$ cat src/timer_ctl_defs.vh
// Purpose: Offsets, field positions, reset values and codes for the timer control block
// Assumes: 16-bit register data, byte offsets within the module
// Notes:   Header only; definitions, no logic
`ifndef TIMER_CTL_DEFS_VH
`define TIMER_CTL_DEFS_VH

// Register offsets
`define OFS_CONTROL        12'h606
`define OFS_STATUS         12'h608
`define OFS_COMPARE        12'h610
`define OFS_PRELOAD        12'h60C

// Control register fields
`define CTL_RUN            15
`define CTL_IE_HI          14
`define CTL_IE_LO          12
`define CTL_GATE_EN        11
`define CTL_PRESC_SEL      10
`define CTL_CLK_EN         9
`define CTL_SRC_PIN        8
`define CTL_TAP_HI         7
`define CTL_TAP_LO         5
`define CTL_MODE_HI        4
`define CTL_MODE_LO        2
`define CTL_OACT_HI        1
`define CTL_OACT_LO        0
`define CTL_RESET          16'h0000

// Status register fields
`define ST_IRQ             15
`define ST_EXPIRY          14
`define ST_GATE            13
`define ST_MATCH           12
`define ST_GLEVEL          11
`define ST_ACTIVE          10
`define ST_OUT             9
`define ST_WINDOW          8

// Values
`define PRESC_ALL_ONES     8'hFF
`define COUNT_ZERO         16'h0000
`define COUNT_ONE          16'h0001
`define MODE_CAPCMP        3'h0
`define OACT_OFF           2'h0
`define OACT_TOGGLE        2'h1
`define OACT_ZERO          2'h2
`define OACT_ONE           2'h3

`endif

$ cat src/timer_prescaler.v
// Purpose: 8-bit down-counting prescaler with tap edge detection
// Assumes: tick_in is a one-cycle pulse on each selected-clock falling edge
// Notes:   Loaded with all ones while held
`timescale 1ns/1ns
module timer_prescaler #(
	parameter WIDTH = 8
) (
	// Clock and control
	input  wire             clk_in,
	input  wire             rst_in,
	input  wire             ce_in,
	input  wire             hold_in,
	input  wire             tick_in,
	input  wire [2:0]       tap_sel_in,
	// Results
	output reg  [WIDTH-1:0] taps_out,
	output wire             tap_fall_out
);
	wire [WIDTH-1:0] taps_nxt;
	wire [WIDTH-1:0] falls;
	wire [2:0]       idx;

	assign taps_nxt = taps_out - {{(WIDTH-1){1'b0}}, 1'b1};
	// Tap falling edges
	genvar g;
	generate
		for (g = 0; g < WIDTH; g = g + 1) begin : g_fall
			assign falls[g] = tick_in & taps_out[g] & ~taps_nxt[g];
		end
	endgenerate
	// Code n selects tap n-1 (divide by 2^n); code 0 the top tap
	assign idx = tap_sel_in - 3'h1;
	assign tap_fall_out = falls[idx];

	always @(posedge clk_in) begin
		if (rst_in || (ce_in && hold_in)) begin
			taps_out <= {WIDTH{1'b1}};
		end else if (ce_in && tick_in) begin
			taps_out <= taps_nxt;
		end
	end
endmodule // timer_prescaler

$ cat src/timer_control_status.v
// Purpose: Control and status logic of a 16-bit down-counting timer with prescaler
// Assumes: Single clock; gate and input pins asynchronous; gate pin active low
// Notes:   Host stalls status refresh with stat_rd_in during a read
`timescale 1ns/1ns
`include "timer_ctl_defs.vh"
module timer_control_status #(
	parameter PRE_W = 8,
	parameter CNT_W = 16
) (
	// Clock, reset, enable
	input  wire             clk_in,
	input  wire             rst_in,
	input  wire             ce_in,
	// Register port
	input  wire             module_halt_in,
	input  wire             sel_in,
	input  wire             wr_in,
	input  wire [11:0]      addr_in,
	input  wire [15:0]      wdata_in,
	input  wire             stat_rd_in,
	output reg  [15:0]      rdata_out,
	output reg              ack_out,
	output reg              berr_out,
	// Pins
	input  wire             timer_input_pin_in,
	input  wire             gate_input_pin_n_in,
	output reg              timer_output_pin_out,
	output reg              timer_output_pin_oe_out,
	// Interrupt request
	output reg              irq_out
);
	// Registers
	reg  [15:0]      ctl_r;
	reg  [CNT_W-1:0] cmp_r;
	reg  [CNT_W-1:0] pre_r;
	reg  [CNT_W-1:0] cnt_r;
	reg              expiry_flag_r;
	reg              gate_event_flag_r;
	reg              match_event_flag_r;
	reg              match_window_flag_r;
	reg              out_r;
	reg              half_r;
	reg  [15:0]      stat_r;
	reg  [2:0]       tin_sync_r;
	reg  [2:0]       gate_sync_r;
	reg              tin_r;
	reg              gate_n_r;
	reg              gate_n_d_r;
	reg              sel_clk_d_r;

	// Control fields
	wire             run_enable         = ctl_r[`CTL_RUN];
	wire [2:0]       irq_source_enables = ctl_r[`CTL_IE_HI:`CTL_IE_LO];
	wire             gate_input_enable  = ctl_r[`CTL_GATE_EN];
	wire             presc_select       = ctl_r[`CTL_PRESC_SEL];
	wire             clock_enable_bit   = ctl_r[`CTL_CLK_EN];
	wire             src_pin            = ctl_r[`CTL_SRC_PIN];
	wire [2:0]       tap_select         = ctl_r[`CTL_TAP_HI:`CTL_TAP_LO];
	wire [2:0]       operating_field    = ctl_r[`CTL_MODE_HI:`CTL_MODE_LO];
	wire [1:0]       output_action      = ctl_r[`CTL_OACT_HI:`CTL_OACT_LO];

	wire             capcmp = (operating_field == `MODE_CAPCMP);
	wire             gate_ok;
	wire             active;
	wire             sel_clk;
	wire             tick;
	wire             tap_fall;
	wire             cnt_step;
	wire [CNT_W-1:0] cnt_dec;
	wire             timeout;
	wire             match;
	wire             gate_evt;
	wire             irq_any;
	wire [PRE_W-1:0] taps;
	wire             wr_ok;
	wire             wr_stat;
	wire [15:0]      stat_nxt;

	function hit;
		input [11:0] a;
		input [11:0] ofs;
		begin
			hit = sel_in && !module_halt_in && (a == ofs);
		end
	endfunction

	assign gate_ok = !gate_input_enable || capcmp || !gate_n_r;
	assign active  = run_enable && clock_enable_bit && gate_ok;
	assign sel_clk = src_pin ? tin_r : half_r;
	assign tick    = active && sel_clk_d_r && !sel_clk;
	assign cnt_step = presc_select ? tap_fall : tick;
	assign cnt_dec  = cnt_r - {{(CNT_W-1){1'b0}}, 1'b1};
	assign timeout  = cnt_step && (cnt_r == `COUNT_ONE);
	assign match    = cnt_step && (cnt_dec == cmp_r);
	assign gate_evt = gate_input_enable && run_enable && !gate_n_d_r && gate_n_r;
	assign irq_any  = (expiry_flag_r & irq_source_enables[2])
	                | (gate_event_flag_r & irq_source_enables[1])
	                | (match_event_flag_r & irq_source_enables[0]);
	assign wr_ok    = wr_in && ce_in;
	assign wr_stat  = wr_ok && hit(addr_in, `OFS_STATUS);

	timer_prescaler #(
		.WIDTH      (PRE_W)
	) u_presc (
		.clk_in      (clk_in),
		.rst_in      (rst_in),
		.ce_in       (ce_in),
		.hold_in     (!run_enable),
		.tick_in     (tick),
		.tap_sel_in  (tap_select),
		.taps_out    (taps),
		.tap_fall_out(tap_fall)
	);

	// sign bit is OR of enabled flags
	// gate level reads one when negated
	assign stat_nxt = {irq_any, expiry_flag_r, gate_event_flag_r, match_event_flag_r,
	                   gate_n_r, active, out_r, match_window_flag_r, taps};

	// Pin synchronisers
	always @(posedge clk_in) begin
		if (rst_in) begin
			tin_sync_r  <= 3'h0;
			gate_sync_r <= 3'h7;
			tin_r       <= 1'b0;
			gate_n_r    <= 1'b1;
			gate_n_d_r  <= 1'b1;
			sel_clk_d_r <= 1'b0;
			half_r      <= 1'b0;
		end else if (ce_in) begin
			tin_sync_r  <= {tin_sync_r[1:0], timer_input_pin_in};
			gate_sync_r <= {gate_sync_r[1:0], gate_input_pin_n_in};
			if (tin_sync_r[1] == tin_sync_r[2]) begin
				tin_r <= tin_sync_r[2];
			end
			if (gate_sync_r[1] == gate_sync_r[2]) begin
				gate_n_r <= gate_sync_r[2];
			end
			gate_n_d_r  <= gate_n_r;
			sel_clk_d_r <= sel_clk;
			half_r      <= ~half_r;
		end
	end

	// Control and compare registers
	always @(posedge clk_in) begin
		if (rst_in) begin
			ctl_r <= `CTL_RESET;
			cmp_r <= {CNT_W{1'b0}};
			pre_r <= {CNT_W{1'b0}};
		end else if (wr_ok) begin
			// host writes control at any time, running or stopped
			if (hit(addr_in, `OFS_CONTROL)) begin
				ctl_r <= wdata_in;
			end
			if (hit(addr_in, `OFS_COMPARE)) begin
				cmp_r <= wdata_in[CNT_W-1:0];
			end
			if (hit(addr_in, `OFS_PRELOAD)) begin
				pre_r <= wdata_in[CNT_W-1:0];
			end
		end
	end

	// Counter, flags and output
	always @(posedge clk_in) begin
		if (rst_in) begin
			cnt_r               <= `COUNT_ZERO;
			expiry_flag_r       <= 1'b0;
			gate_event_flag_r   <= 1'b0;
			match_event_flag_r  <= 1'b0;
			match_window_flag_r <= 1'b0;
			out_r               <= 1'b0;
		end else if (ce_in) begin
			if (wr_stat && wdata_in[`ST_EXPIRY]) begin
				expiry_flag_r <= 1'b0;
			end
			if (wr_stat && wdata_in[`ST_GATE]) begin
				gate_event_flag_r <= 1'b0;
			end
			if (wr_stat && wdata_in[`ST_MATCH]) begin
				match_event_flag_r <= 1'b0;
			end
			if (timeout) begin
				expiry_flag_r <= 1'b1;
			end
			if (gate_evt) begin
				gate_event_flag_r <= 1'b1;
			end
			if (match) begin
				match_event_flag_r <= 1'b1;
			end
			if (!run_enable) begin
				cnt_r               <= `COUNT_ZERO;
				match_window_flag_r <= 1'b0;
			end else begin
				if (cnt_step) begin
					cnt_r <= (cnt_r == `COUNT_ZERO) ? pre_r : cnt_dec;
				end
				if (timeout) begin
					match_window_flag_r <= 1'b0;
				end else if (match) begin
					match_window_flag_r <= 1'b1;
				end
			end
			case (output_action)
				`OACT_TOGGLE: begin
					if (!run_enable) begin
						out_r <= 1'b0;
					end else if (capcmp ? match : timeout) begin
						out_r <= ~out_r;
					end
				end
				`OACT_ZERO: begin
					if (!run_enable || timeout) begin
						out_r <= 1'b0;
					end else if (capcmp && match) begin
						out_r <= 1'b1;
					end
				end
				`OACT_ONE: begin
					if (!run_enable || timeout) begin
						out_r <= 1'b1;
					end else if (capcmp && match) begin
						out_r <= 1'b0;
					end
				end
				default: begin
					out_r <= out_r;
				end
			endcase
		end
	end

	// Status snapshot and bus answers
	always @(posedge clk_in) begin
		if (rst_in) begin
			stat_r                  <= {8'h00, `PRESC_ALL_ONES};
			rdata_out               <= 16'h0000;
			ack_out                 <= 1'b0;
			berr_out                <= 1'b0;
			irq_out                 <= 1'b0;
			timer_output_pin_out    <= 1'b0;
			timer_output_pin_oe_out <= 1'b0;
		end else if (ce_in) begin
			if (!stat_rd_in) begin
				stat_r <= stat_nxt;
			end
			ack_out  <= sel_in && !module_halt_in;
			berr_out <= sel_in && module_halt_in;
			if (hit(addr_in, `OFS_CONTROL)) begin
				rdata_out <= ctl_r;
			end else if (hit(addr_in, `OFS_STATUS)) begin
				rdata_out <= stat_r;
			end else if (hit(addr_in, `OFS_COMPARE)) begin
				rdata_out <= cmp_r;
			end else if (hit(addr_in, `OFS_PRELOAD)) begin
				rdata_out <= pre_r;
			end else begin
				rdata_out <= 16'h0000;
			end
			irq_out <= irq_any;
			timer_output_pin_oe_out <= (output_action != `OACT_OFF);
			timer_output_pin_out    <= out_r;
		end
	end
endmodule // timer_control_status

$ cat config.mk
export PLATFORM = sky130hd
export DESIGN_NAME = timer_control_status
export DESIGN_NICKNAME = d
export VERILOG_FILES = /design/src/timer_prescaler.v /design/src/timer_control_status.v
export VERILOG_INCLUDE_DIRS = /design/src /design/src/src
export SDC_FILE = /design/constraint.sdc
export NUM_CORES = 1
export LEC_CHECK = 0
export BUFFER_PORTS_ARGS = -buffer_cell sky130_fd_sc_hd__buf_2
export CAP_MARGIN = 20
export CORE_MARGIN = 4
export CORE_UTILIZATION = 55
export CTS_BUF_LIST = sky130_fd_sc_hd__clkbuf_4 sky130_fd_sc_hd__clkbuf_8
export CTS_CLUSTER_DIAMETER = 30
export DETAILED_ROUTE_END_ITERATION = 16
export PLACE_DENSITY = 0.76
export SYNTH_ARGS = -nofsm -noshare
export SYNTH_HDL_FRONTEND = slang
export SYNTH_HIERARCHICAL = 1
export SYNTH_SLANG_ARGS = --single-unit
$ cat constraint.sdc
create_clock -name clk_in -period 5.66 [get_ports clk_in]
set_clock_uncertainty 0.1 [all_clocks]
set_input_delay 0.849 -clock clk_in [delete_from_list [all_inputs] [get_ports clk_in]]
set_output_delay 0.849 -clock clk_in [all_outputs]
set_load 0.05 [all_outputs]
### Word-level counts from Yosys, hierarchy flattened

Index checks and enable logic that the tools add are counted.

* register bits: 125
* bits of input ports: 37
* word-level logic and storage cells: 156

* $lt $le $gt $ge: 1
* muxes and demuxes: 28
* reduce and logical (&&, ||, !) cells: 52
* eq/ne operators: 16
* bitwise operators: 32
* add/sub/neg operators: 3

Operators by type and width (number)
* $mux 16: 7
* $eq 12x11->1 const B: 4
* $logic_and 1x1->1: 23
* $reduce_and 2->1: 11
* $and 1x1->1: 19
* $mux 1: 19
* $eq 16x1->1 const B: 1
* $eq 16x16->1: 1
* $logic_not 16->1: 1
* $sub 16x1->16 const B: 1
* $not 1->1: 11
* $ne 3x3->1 const B: 3
* $reduce_bool 2->1: 4
* $sub 8x1->8 const B: 1
* $logic_not 1->1: 6
* $reduce_and 5->1: 1
* $eq 2x2->1 const B: 2
* $logic_or 1x1->1: 4
* $lt 3x4->1 const B: 1
* $bmux 1 s3: 1
* $logic_not 3->1: 1
* $ne 3x1->1 const B: 1
* $pmux 1 s3: 1
* $reduce_bool 3->1: 1
* 5 further kinds: 7

### Depth between registers and ports, before layout

Gate-level depths: netlist (run 1).

* word-level depth: 16
* mapped depth: 13
* gate-level depth less buffers: 13

### Hierarchy

Netlist (run 1), hierarchy kept.

By module, submodules not included
* timer_control_status: area an instance 5506.5 um^2, seq. area each 2342.2 um^2, times used 1, cells each 696
* timer_prescaler: area an instance 521.8 um^2, seq. area each 160.2 um^2, times used 1, cells each 58

### Worst setup path before layout (run 1)

Ideal clock, no wire load.

* path type: reg2reg
* start point: register ctl_r[5]
* end point: register cnt_r[15]
* setup slack: 2275 ps
* path buffers: 0
* clock period less this slack: 3385 ps
* data arrival time: 3214 ps
* library setup time: 70 ps
* cell stages (with the launch flop): 12
* cells stage by stage: dfxtp_1 inv_1 ha_1 or4b_4 a2111oi_4 o21ai_1 a311oi_1 a32oi_1 a21oi_1 nand2_1 or4_1 a21oi_1

* longest elaborated chain between the ends: 6

RTL lines
* start, declared: RTL line timer_control_status.v:33 `reg [15:0] ctl_r;`
* start signal, assigned: RTL line timer_control_status.v:148 `` ctl_r <= `CTL_RESET; ``
* start signal, assigned: RTL line timer_control_status.v:154 `ctl_r <= wdata_in;`
* $sub 3x1->3: RTL line timer_prescaler.v:32 `assign idx = tap_sel_in - 3'h1;`
* $bmux 1 s3: RTL line timer_prescaler.v:33 `assign tap_fall_out = falls[idx];`
* $mux 1 (implied by the code): RTL line timer_prescaler.v:33
* via tap_fall: RTL line timer_control_status.v:67 `wire tap_fall;`
* $mux 1: RTL line timer_control_status.v:91 `assign cnt_step = presc_select ? tap_fall : tick;`
* $ne 2x1->1 (no source line)
* $reduce_and 2->1 (no source line)
* end signal, assigned: RTL line timer_control_status.v:168 `` cnt_r <= `COUNT_ZERO; ``
* end signal, assigned: RTL line timer_control_status.v:194 `` cnt_r <= `COUNT_ZERO; ``
* end signal, assigned: RTL line timer_control_status.v:198 `` cnt_r <= (cnt_r == `COUNT_ZERO) ? pre_r : cnt_dec; ``
* end, declared: RTL line timer_control_status.v:36 `reg [CNT_W-1:0] cnt_r;`

The timed path passes the listed nets, and every way through them passes these cells. The select of a mux whose other input is x is not followed.
A chain may end at the register's enable or synchronous reset.

### Final worst setup path (run 1)

* start point: register ctl_r[5]
* end point: register out_r

* longest elaborated chain between the ends: 8

RTL lines
* $sub 3x1->3 *: RTL line timer_prescaler.v:32
* $bmux 1 s3 *: RTL line timer_prescaler.v:33
* $mux 1 (implied by the code) *: RTL line timer_prescaler.v:33
* via tap_fall: RTL line timer_control_status.v:67
* $mux 1 *: RTL line timer_control_status.v:91
* $logic_and 1x1->1 (on tied branches): RTL line timer_control_status.v:93, timer_control_status.v:94
* $mux 1 (tied with other cells): RTL line timer_control_status.v:210 `end else if (capcmp ? match : timeout) begin`
* $ne 3x3->1 (no source line) (tied with other cells)
* $reduce_and 5->1 (no source line) or $pmux 1 s3 (tied branches)
* end signal, assigned: RTL line timer_control_status.v:211 `out_r <= ~out_r;`
* end signal, assigned: RTL line timer_control_status.v:229 `out_r <= out_r;`
* end, declared: RTL line timer_control_status.v:41 `reg out_r;`

Mark *: on every way through the listed nets, which the timed path passes. The rest lies on a longest branch. The select of a mux whose other input is x is not followed.

==> results of run 1 <==
-- state kept, by name, indices dropped and copies added (netlist names), 3 cells and up --
name and count:
ctl_r 16, pre_r 16, u_presc/taps_out 8, cmp_r 16
tin_sync_r 3, stat_r 16, rdata_out 16, cnt_r 16
gate_sync_r 3
-- power breakdown --
group	switching, mW	total, mW	leakage (nW)	internal, mW
Sequential	0.00882	0.903	1.01	0.894
Clock	0.344	0.760	0.206	0.416
Combinational	0.0861	0.126	1.34	0.0399
Total	0.439	1.79	2.56	1.35
-- cell usage in the layout (no fill, tap or decap), types with 8 or more instances in the layout --
cell / n
nand2_1: 164
dfxtp_1: 125
a21oi_1: 84
nor2_1: 57
buf_2: 56
nor3_1: 29
clkbuf_8: 22
a221oi_1: 17
o21ai_0: 17
a221o_1: 16
xnor2_1: 16
inv_1: 15
nand3_1: 13
buf_4: 11
nand3b_1: 9
nor2b_1: 8
xor2_1: 8
-- final cells by class --
type	count	area [µm²]
fill	940	3720
timing repair buffer	70	413
sequential	125	2500
clock buffer	25	325
inverter	15	56.3
multi-input combinational	563	3270
tap	136	170
clock inverter	6	58.8
-- per-stage QoR --
stage | cells | area (µm²)
after floorplan | 754 | 6030
after global placement | 905 | 6350
after detailed placement | 907 | 6370
after CTS | 938 | 6760
after global routing | 940 | 6790
final | 940 | 6790
-- cells by family after synthesis --
kind of cell	after synthesis	share of synthesized area
AND/OR/NAND/NOR	337	0.267
AO/OA/AOI/OAI	190	0.213
flip-flops	125	0.415
buffers and inverters	66	0.0452
XOR/XNOR	26	0.0415
multiplexers	6	0.00996
adder cells (fa/ha/maj)	4	0.00830
-- routing by layer --
metal / up-vias / global-route usage
met5: - / 0
met4: 0 / 0.0986
met3: 41 / 0.0781
met2: 310 / 0.453
met1: 2815 / 0.383
li1: 2768 / -
-- worst reg2reg max path: stages (launching register included) --
cell       delay [ns]
dfxtp_1          0.35
inv_1            0.08
ha_1             0.39
or4b_4           0.53
a2111oi_4        0.30
o21ai_1          0.11
a311oi_1         0.35
a32oi_1          0.19
inv_1            0.16
o221ai_1         0.17
nor4_4           0.39
a31oi_1          0.19
o41ai_1          0.39
-- how the worst max path moves through the flow --
| stage | to | slack, ns | depth (start not counted) |
|---|---|---|---|
| finish | out_r$_SDFFE_PP0P_ | 1.85 | 12 |
| global route | cnt_r[15]$_SDFFE_PP0P_ | 1.73 | 12 |
| CTS | out_r$_SDFFE_PP0P_ | 1.88 | 12 |
| detailed placement | out_r$_SDFFE_PP0P_ | 1.90 | 12 |
| global placement | cnt_r[10]$_SDFFE_PP0P_ | 2.02 | 12 |
| floorplan | cnt_r[15]$_SDFFE_PP0P_ | 2.28 | 11 |
==> flow_summary.toml, run 1 <==
[power]
total_power_mw = 1.79
power.ir.vdd_worst_mv = 0.166
power_per_cell_area_nw_per_um2 = 263
p_leak_nw = 2.56

[logic_synthesis]
synth_largest_area_cell = "dfxtp_1"
synth.lib_cells_used.distinct = 67
synth_warn = 6
top_area_cells_in_the_synthesized_netlist = "dfxtp_1 (42%), nand2_1 (10%), a21oi_1 (7.0%)"
post-synth-top-area-fraction = 0.415
flip_flop_and_latch_count_after_synthesis = 125
syn_nets = 795
yosysMostFrequentCell = "nand2_1"
yosys_most_used_dff = "dfxtp_1"
synth_edf_count = 0
synthTopCellsByCount = "nand2_1 (164), dfxtp_1 (125), a21oi_1 (84)"
postSynthCellCount = 754
synth-async-reset-ratio = 0
netlist_area_um2 = 6030
mean_area_per_synthesized_cell_um2 = 8.00
synth_seq_area_share = 0.415

[setup_path]
crit_path_start = "ctl_r[5]$_SDFFE_PP0P_"
critPathCaptureType = "flip-flop"
worstPathArrival_ns = 4.04
worst-endpoint-required_ns = 5.89
worst_setup_path_start_kind = "flip-flop"
regToRegStartpoint = "ctl_r[5]$_SDFFE_PP0P_"
critical_path.top_delay_family = "compound AO/OA/AOI/OAI gates"
cp_num_buf_inv = 2
worstPathMaxFanout = 8
timing.rr.end = "out_r$_SDFFE_PP0P_"
setup.worst_path.class = "reg2reg"
timing.reg2reg.setup_slack_ns = 1.85
most_used_cell_along_the_critical_path = "inv_1"
path_cells = "inv_1 > ha_1 > or4b_4 > a2111oi_4 > o21ai_1 > a311oi_1 > a32oi_1 > inv_1 > o221ai_1 > nor4_4 > a31oi_1 > o41ai_1"
critical_path.max_stage_delay_ns = 0.53
reg2regPathDepth = 12
crit_slowest_cell = "or4b_4"

[floorplan]
die_area_um2 = 12700
die_height_um = 113
fp.coreArea_um2 = 10500
start_util = 0.574
boundaryPins = 58
die_w_um = 113
fp-row-count = 37

[drt]
ant_nets = 0
detail_route.wirelength_mm = 18.2
met2_wirelength_mm = 8.34
drt-pass1-iter-count = 5
number_of_drc_markers_after_the_initial_detailed_route_iteration = 835
routed.top_layer = "met4"
detailed_routing_wirelength_on_met1_mm = 7.72
remaining_routing_drc_violations = 0
num_vias = 5934
routed_wire_length_per_instance_um = 19.4
wl_met3_mm = 1.65
routed_via_density = 6.31

[worst_hold_path]
number_of_cells_on_the_worst_hold_path = 2
holdPathEnd = "gate_sync_r[2]$_SDFFE_PP1P_"
worstHoldPathType = "reg2reg"
timing.hold.worst.start = "gate_sync_r[2]$_SDFFE_PP1P_"

[timing]
worst-slew-pin-transition_ns = 0.816
unrepaired_setup_endpoints_after_global_routing = "false"
setup_viol = 0
timing.setup.tns_ns = 0
timing.final.ws_setup_ns = 1.85
final.min_clock_period_ns = 3.81
max_freq_ghz = 0.263
timing.slew.headroom = 0.451
report.final.hold_viol_count = 0
fin_hold_ws_ns = 0.359
final-max-slew-violation-count = 0
final_min_period_over_clock_period = 0.673

[clock_tree]
cts_buffer_depth = 2
cts_made_buffers = 17
tritoncts_num_sinks = 125
clock_latency_late_sink_ns = 0.44
cts_setup_buffers = 0
cts_tree = "done"
clk_pin_slew_ns = 0.07
cts_hold_repair.buffers = 0
cts.repair.resized = 0
htreeDepth = 4
clock_tree.root_cell = "clkbuf_8"

[placement]
hpwl_mm = 12.8
portBuffers = 57
place_worst_setup_slack_ns = 1.90
gp_congestion = 0.925

[outcome]
result_of_the_run = "finished clean"

[global_route]
first_global_vias = 5473
globalRoute.totalOverflow = 0
grt_max_degree = 120
wire_length_of_the_first_global_routing_pass_mm = 29.0
grt_antenna_before_repair = 0
grt_usage = 0.288

[layout]
area.growth.synth_to_final_pct = 12.7
design.final.nets = 833
total_inserted_antenna_cells = 0
final_core_util = 0.646
layout_cells_sized_above_1 = 0.153

[run]
max_capacitance_violation_count = 0
No activity file was read; power rests on OpenSTA's default activity.
==> run 2, diff against run 1 <==
==> constraint.sdc (replaced) <==
create_clock -name clk_in -period 3.7 [get_ports clk_in]
set_clock_uncertainty 0.1 [all_clocks]
set_input_delay 0.555 -clock clk_in [delete_from_list [all_inputs] [get_ports clk_in]]
set_output_delay 0.555 -clock clk_in [all_outputs]
set_load 0.05 [all_outputs]
==> run 2 against run 1 <==
Cell count grew 0.85%. Critical path depth unchanged. Combinational power up 53%. Count of clock-buffer cells in the layout decreased by 5. Cell area is 1.5% higher. Die area unchanged. Flip-flop and latch count did not move. Maximum frequency up 11%. Critical endpoint unchanged.
==> flow_summary.toml, run 2 (same netlist as run 1, synthesis figures left out) <==
[worst_hold_path]
worstHoldPathType = "in2reg"

[placement]
place_worst_setup_slack_ns = 0.234
gp_congestion = 0.933
place.detailed.instances = 915
placed_cell_area_um2 = 6420
hpwl_mm = 12.5
portBuffers = 57

[floorplan]
boundaryPins = 58
die_height_um = 113
fp-row-count = 37
fp.coreArea_um2 = 10500
start_util = 0.574
die_area_um2 = 12700
die_w_um = 113

[power]
p_seq_frac = 0.490
power_switching_uw = 688
total_power_mw = 2.82
power_per_cell_area_nw_per_um2 = 409
power.share.switching = 0.244
cell_internal_pwr_mw = 2.13
p_clk_frac = 0.442
combinationalPowerShare = 0.068
power.ir.vdd_worst_mv = 0.294
p_leak_nw = 2.60

[clock_tree]
clock_latency_late_sink_ns = 0.45
clock_tree.root_cell = "clkbuf_8"
cts_hold_repair.buffers = 0
cts_buffer_depth = 2
htreeDepth = 4
cts_tree = "done"
tritoncts_num_sinks = 125
clk_pin_slew_ns = 0.07
cts_made_buffers = 17

[timing]
timing.slew.headroom = 0.467
final_min_period_over_clock_period = 0.930
final-max-slew-violation-count = 0
report.final.hold_viol_count = 0
max_freq_ghz = 0.291
worst-slew-pin-transition_ns = 0.798
timing.final.ws_setup_ns = 0.260
fin_hold_ws_ns = 0.226
final.min_clock_period_ns = 3.44
setup_viol = 0
timing.setup.tns_ns = 0

[outcome]
result_of_the_run = "finished clean"

[layout]
most_common_cell_after_layout_fill_and_taps_aside = "nand2_1"
layout.filler_cells = 911
layout_cells_sized_above_1 = 0.165
layoutNonFillerInstCount = 948
area.growth.synth_to_final_pct = 14.3
final_area_um2 = 6890
final_core_util = 0.656
ff_latch_area_um2 = 2500
mostFrequentLayoutCells = "nand2_1 (164), dfxtp_1 (125), a21oi_1 (84)"
design.final.nets = 841
multiInputGateArea_um2 = 3290
total_inserted_antenna_cells = 0

[run]
max_capacitance_violation_count = 0

[drt]
detail_route.wirelength_mm = 18.0
number_of_drc_markers_after_the_initial_detailed_route_iteration = 570
ant_nets = 0
num_vias = 5938
drt-pass1-iter-count = 5
remaining_routing_drc_violations = 0
routed_via_density = 6.26
routed_wire_length_per_instance_um = 18.9

[global_route]
first_global_vias = 5431
grt_usage = 0.283
grt_max_degree = 120
wire_length_of_the_first_global_routing_pass_mm = 28.6
globalRoute.totalOverflow = 0
grt_antenna_before_repair = 0

[setup_path]
setup.worst_path.class = "reg2reg"
worst_setup_path_start_kind = "flip-flop"
worstPathMaxFanout = 4
worst-endpoint-required_ns = 3.94
worstPathArrival_ns = 3.68
critPathCaptureType = "flip-flop"
[run 2: cell count changes in the layout (fill, tap and decap cells not counted), sizes merged]
| cell | previous run | this run |
|---|---|---|
| clkinv | 5 | 6 |
| bufinv | 1 | 3 |
| buf | 70 | 78 |
| clkinvlp | 0 | 2 |
| clkbuf | 25 | 20 |
[run 2: metal layers]
metal	routed length [µm]	global-route usage	part of all wire
met2	8370	0.451	0.47
met5	0	0	0
met4	489	0.111	0.027
met3	1640	0.0615	0.092
met1	7450	0.376	0.41
[run 2: layout make-up]
class / count / area share
clock buffer: 20 / 0.0390
clock inverter: 11 / 0.0207
inverter: 15 / 0.00817
multi-input combinational: 563 / 0.477
sequential: 125 / 0.363
tap: 136 / 0.0247
timing repair buffer: 78 / 0.0675
[run 2: worst paths after layout]
| kind | from | end | slack, ns | cells past startpoint |
|---|---|---|---|---|
| max reg2reg | ctl_r[5]$_SDFFE_PP0P_ | out_r$_SDFFE_PP0P_ | 0.26 | 12 |
| min | gate_input_pin_n_in | gate_sync_r[0]$_SDFFE_PP1P_ | 0.23 | 2 |
| max | ctl_r[5]$_SDFFE_PP0P_ | out_r$_SDFFE_PP0P_ | 0.26 | 12 |
| min reg2reg | gate_sync_r[2]$_SDFFE_PP1P_ | gate_sync_r[2]$_SDFFE_PP1P_ | 0.36 | 2 |
[run 2: worst max-delay path: stages, from the launching register on]
cell and delay [ns]:
dfxtp_1 0.36, inv_1 0.09, ha_1 0.32, or4b_4 0.51
a2111oi_4 0.31, o21ai_1 0.13, a311oi_2 0.35, a32oi_2 0.15
inv_1 0.13, o221ai_1 0.16, nor4_4 0.24, a31oi_1 0.15
o41ai_1 0.34
[run 2: power groups by stage]
stage | clock, mW | combinational [mW] | sequential (mW)
global route | 1.32 | 0.208 | 1.38
finish | 1.25 | 0.193 | 1.38
floorplan | 0 | 0.0859 | 1.44
detailed placement | 0 | 0.187 | 1.41
global placement | 0 | 0.183 | 1.41
CTS | 1.25 | 0.187 | 1.38
[run 2: repair_timing]
item,4_1_cts,5_1_grt
endpoints found under the setup margin,0,1
buffers inserted,0,1
resized for setup,0,3
endpoints found under the hold margin,0,0
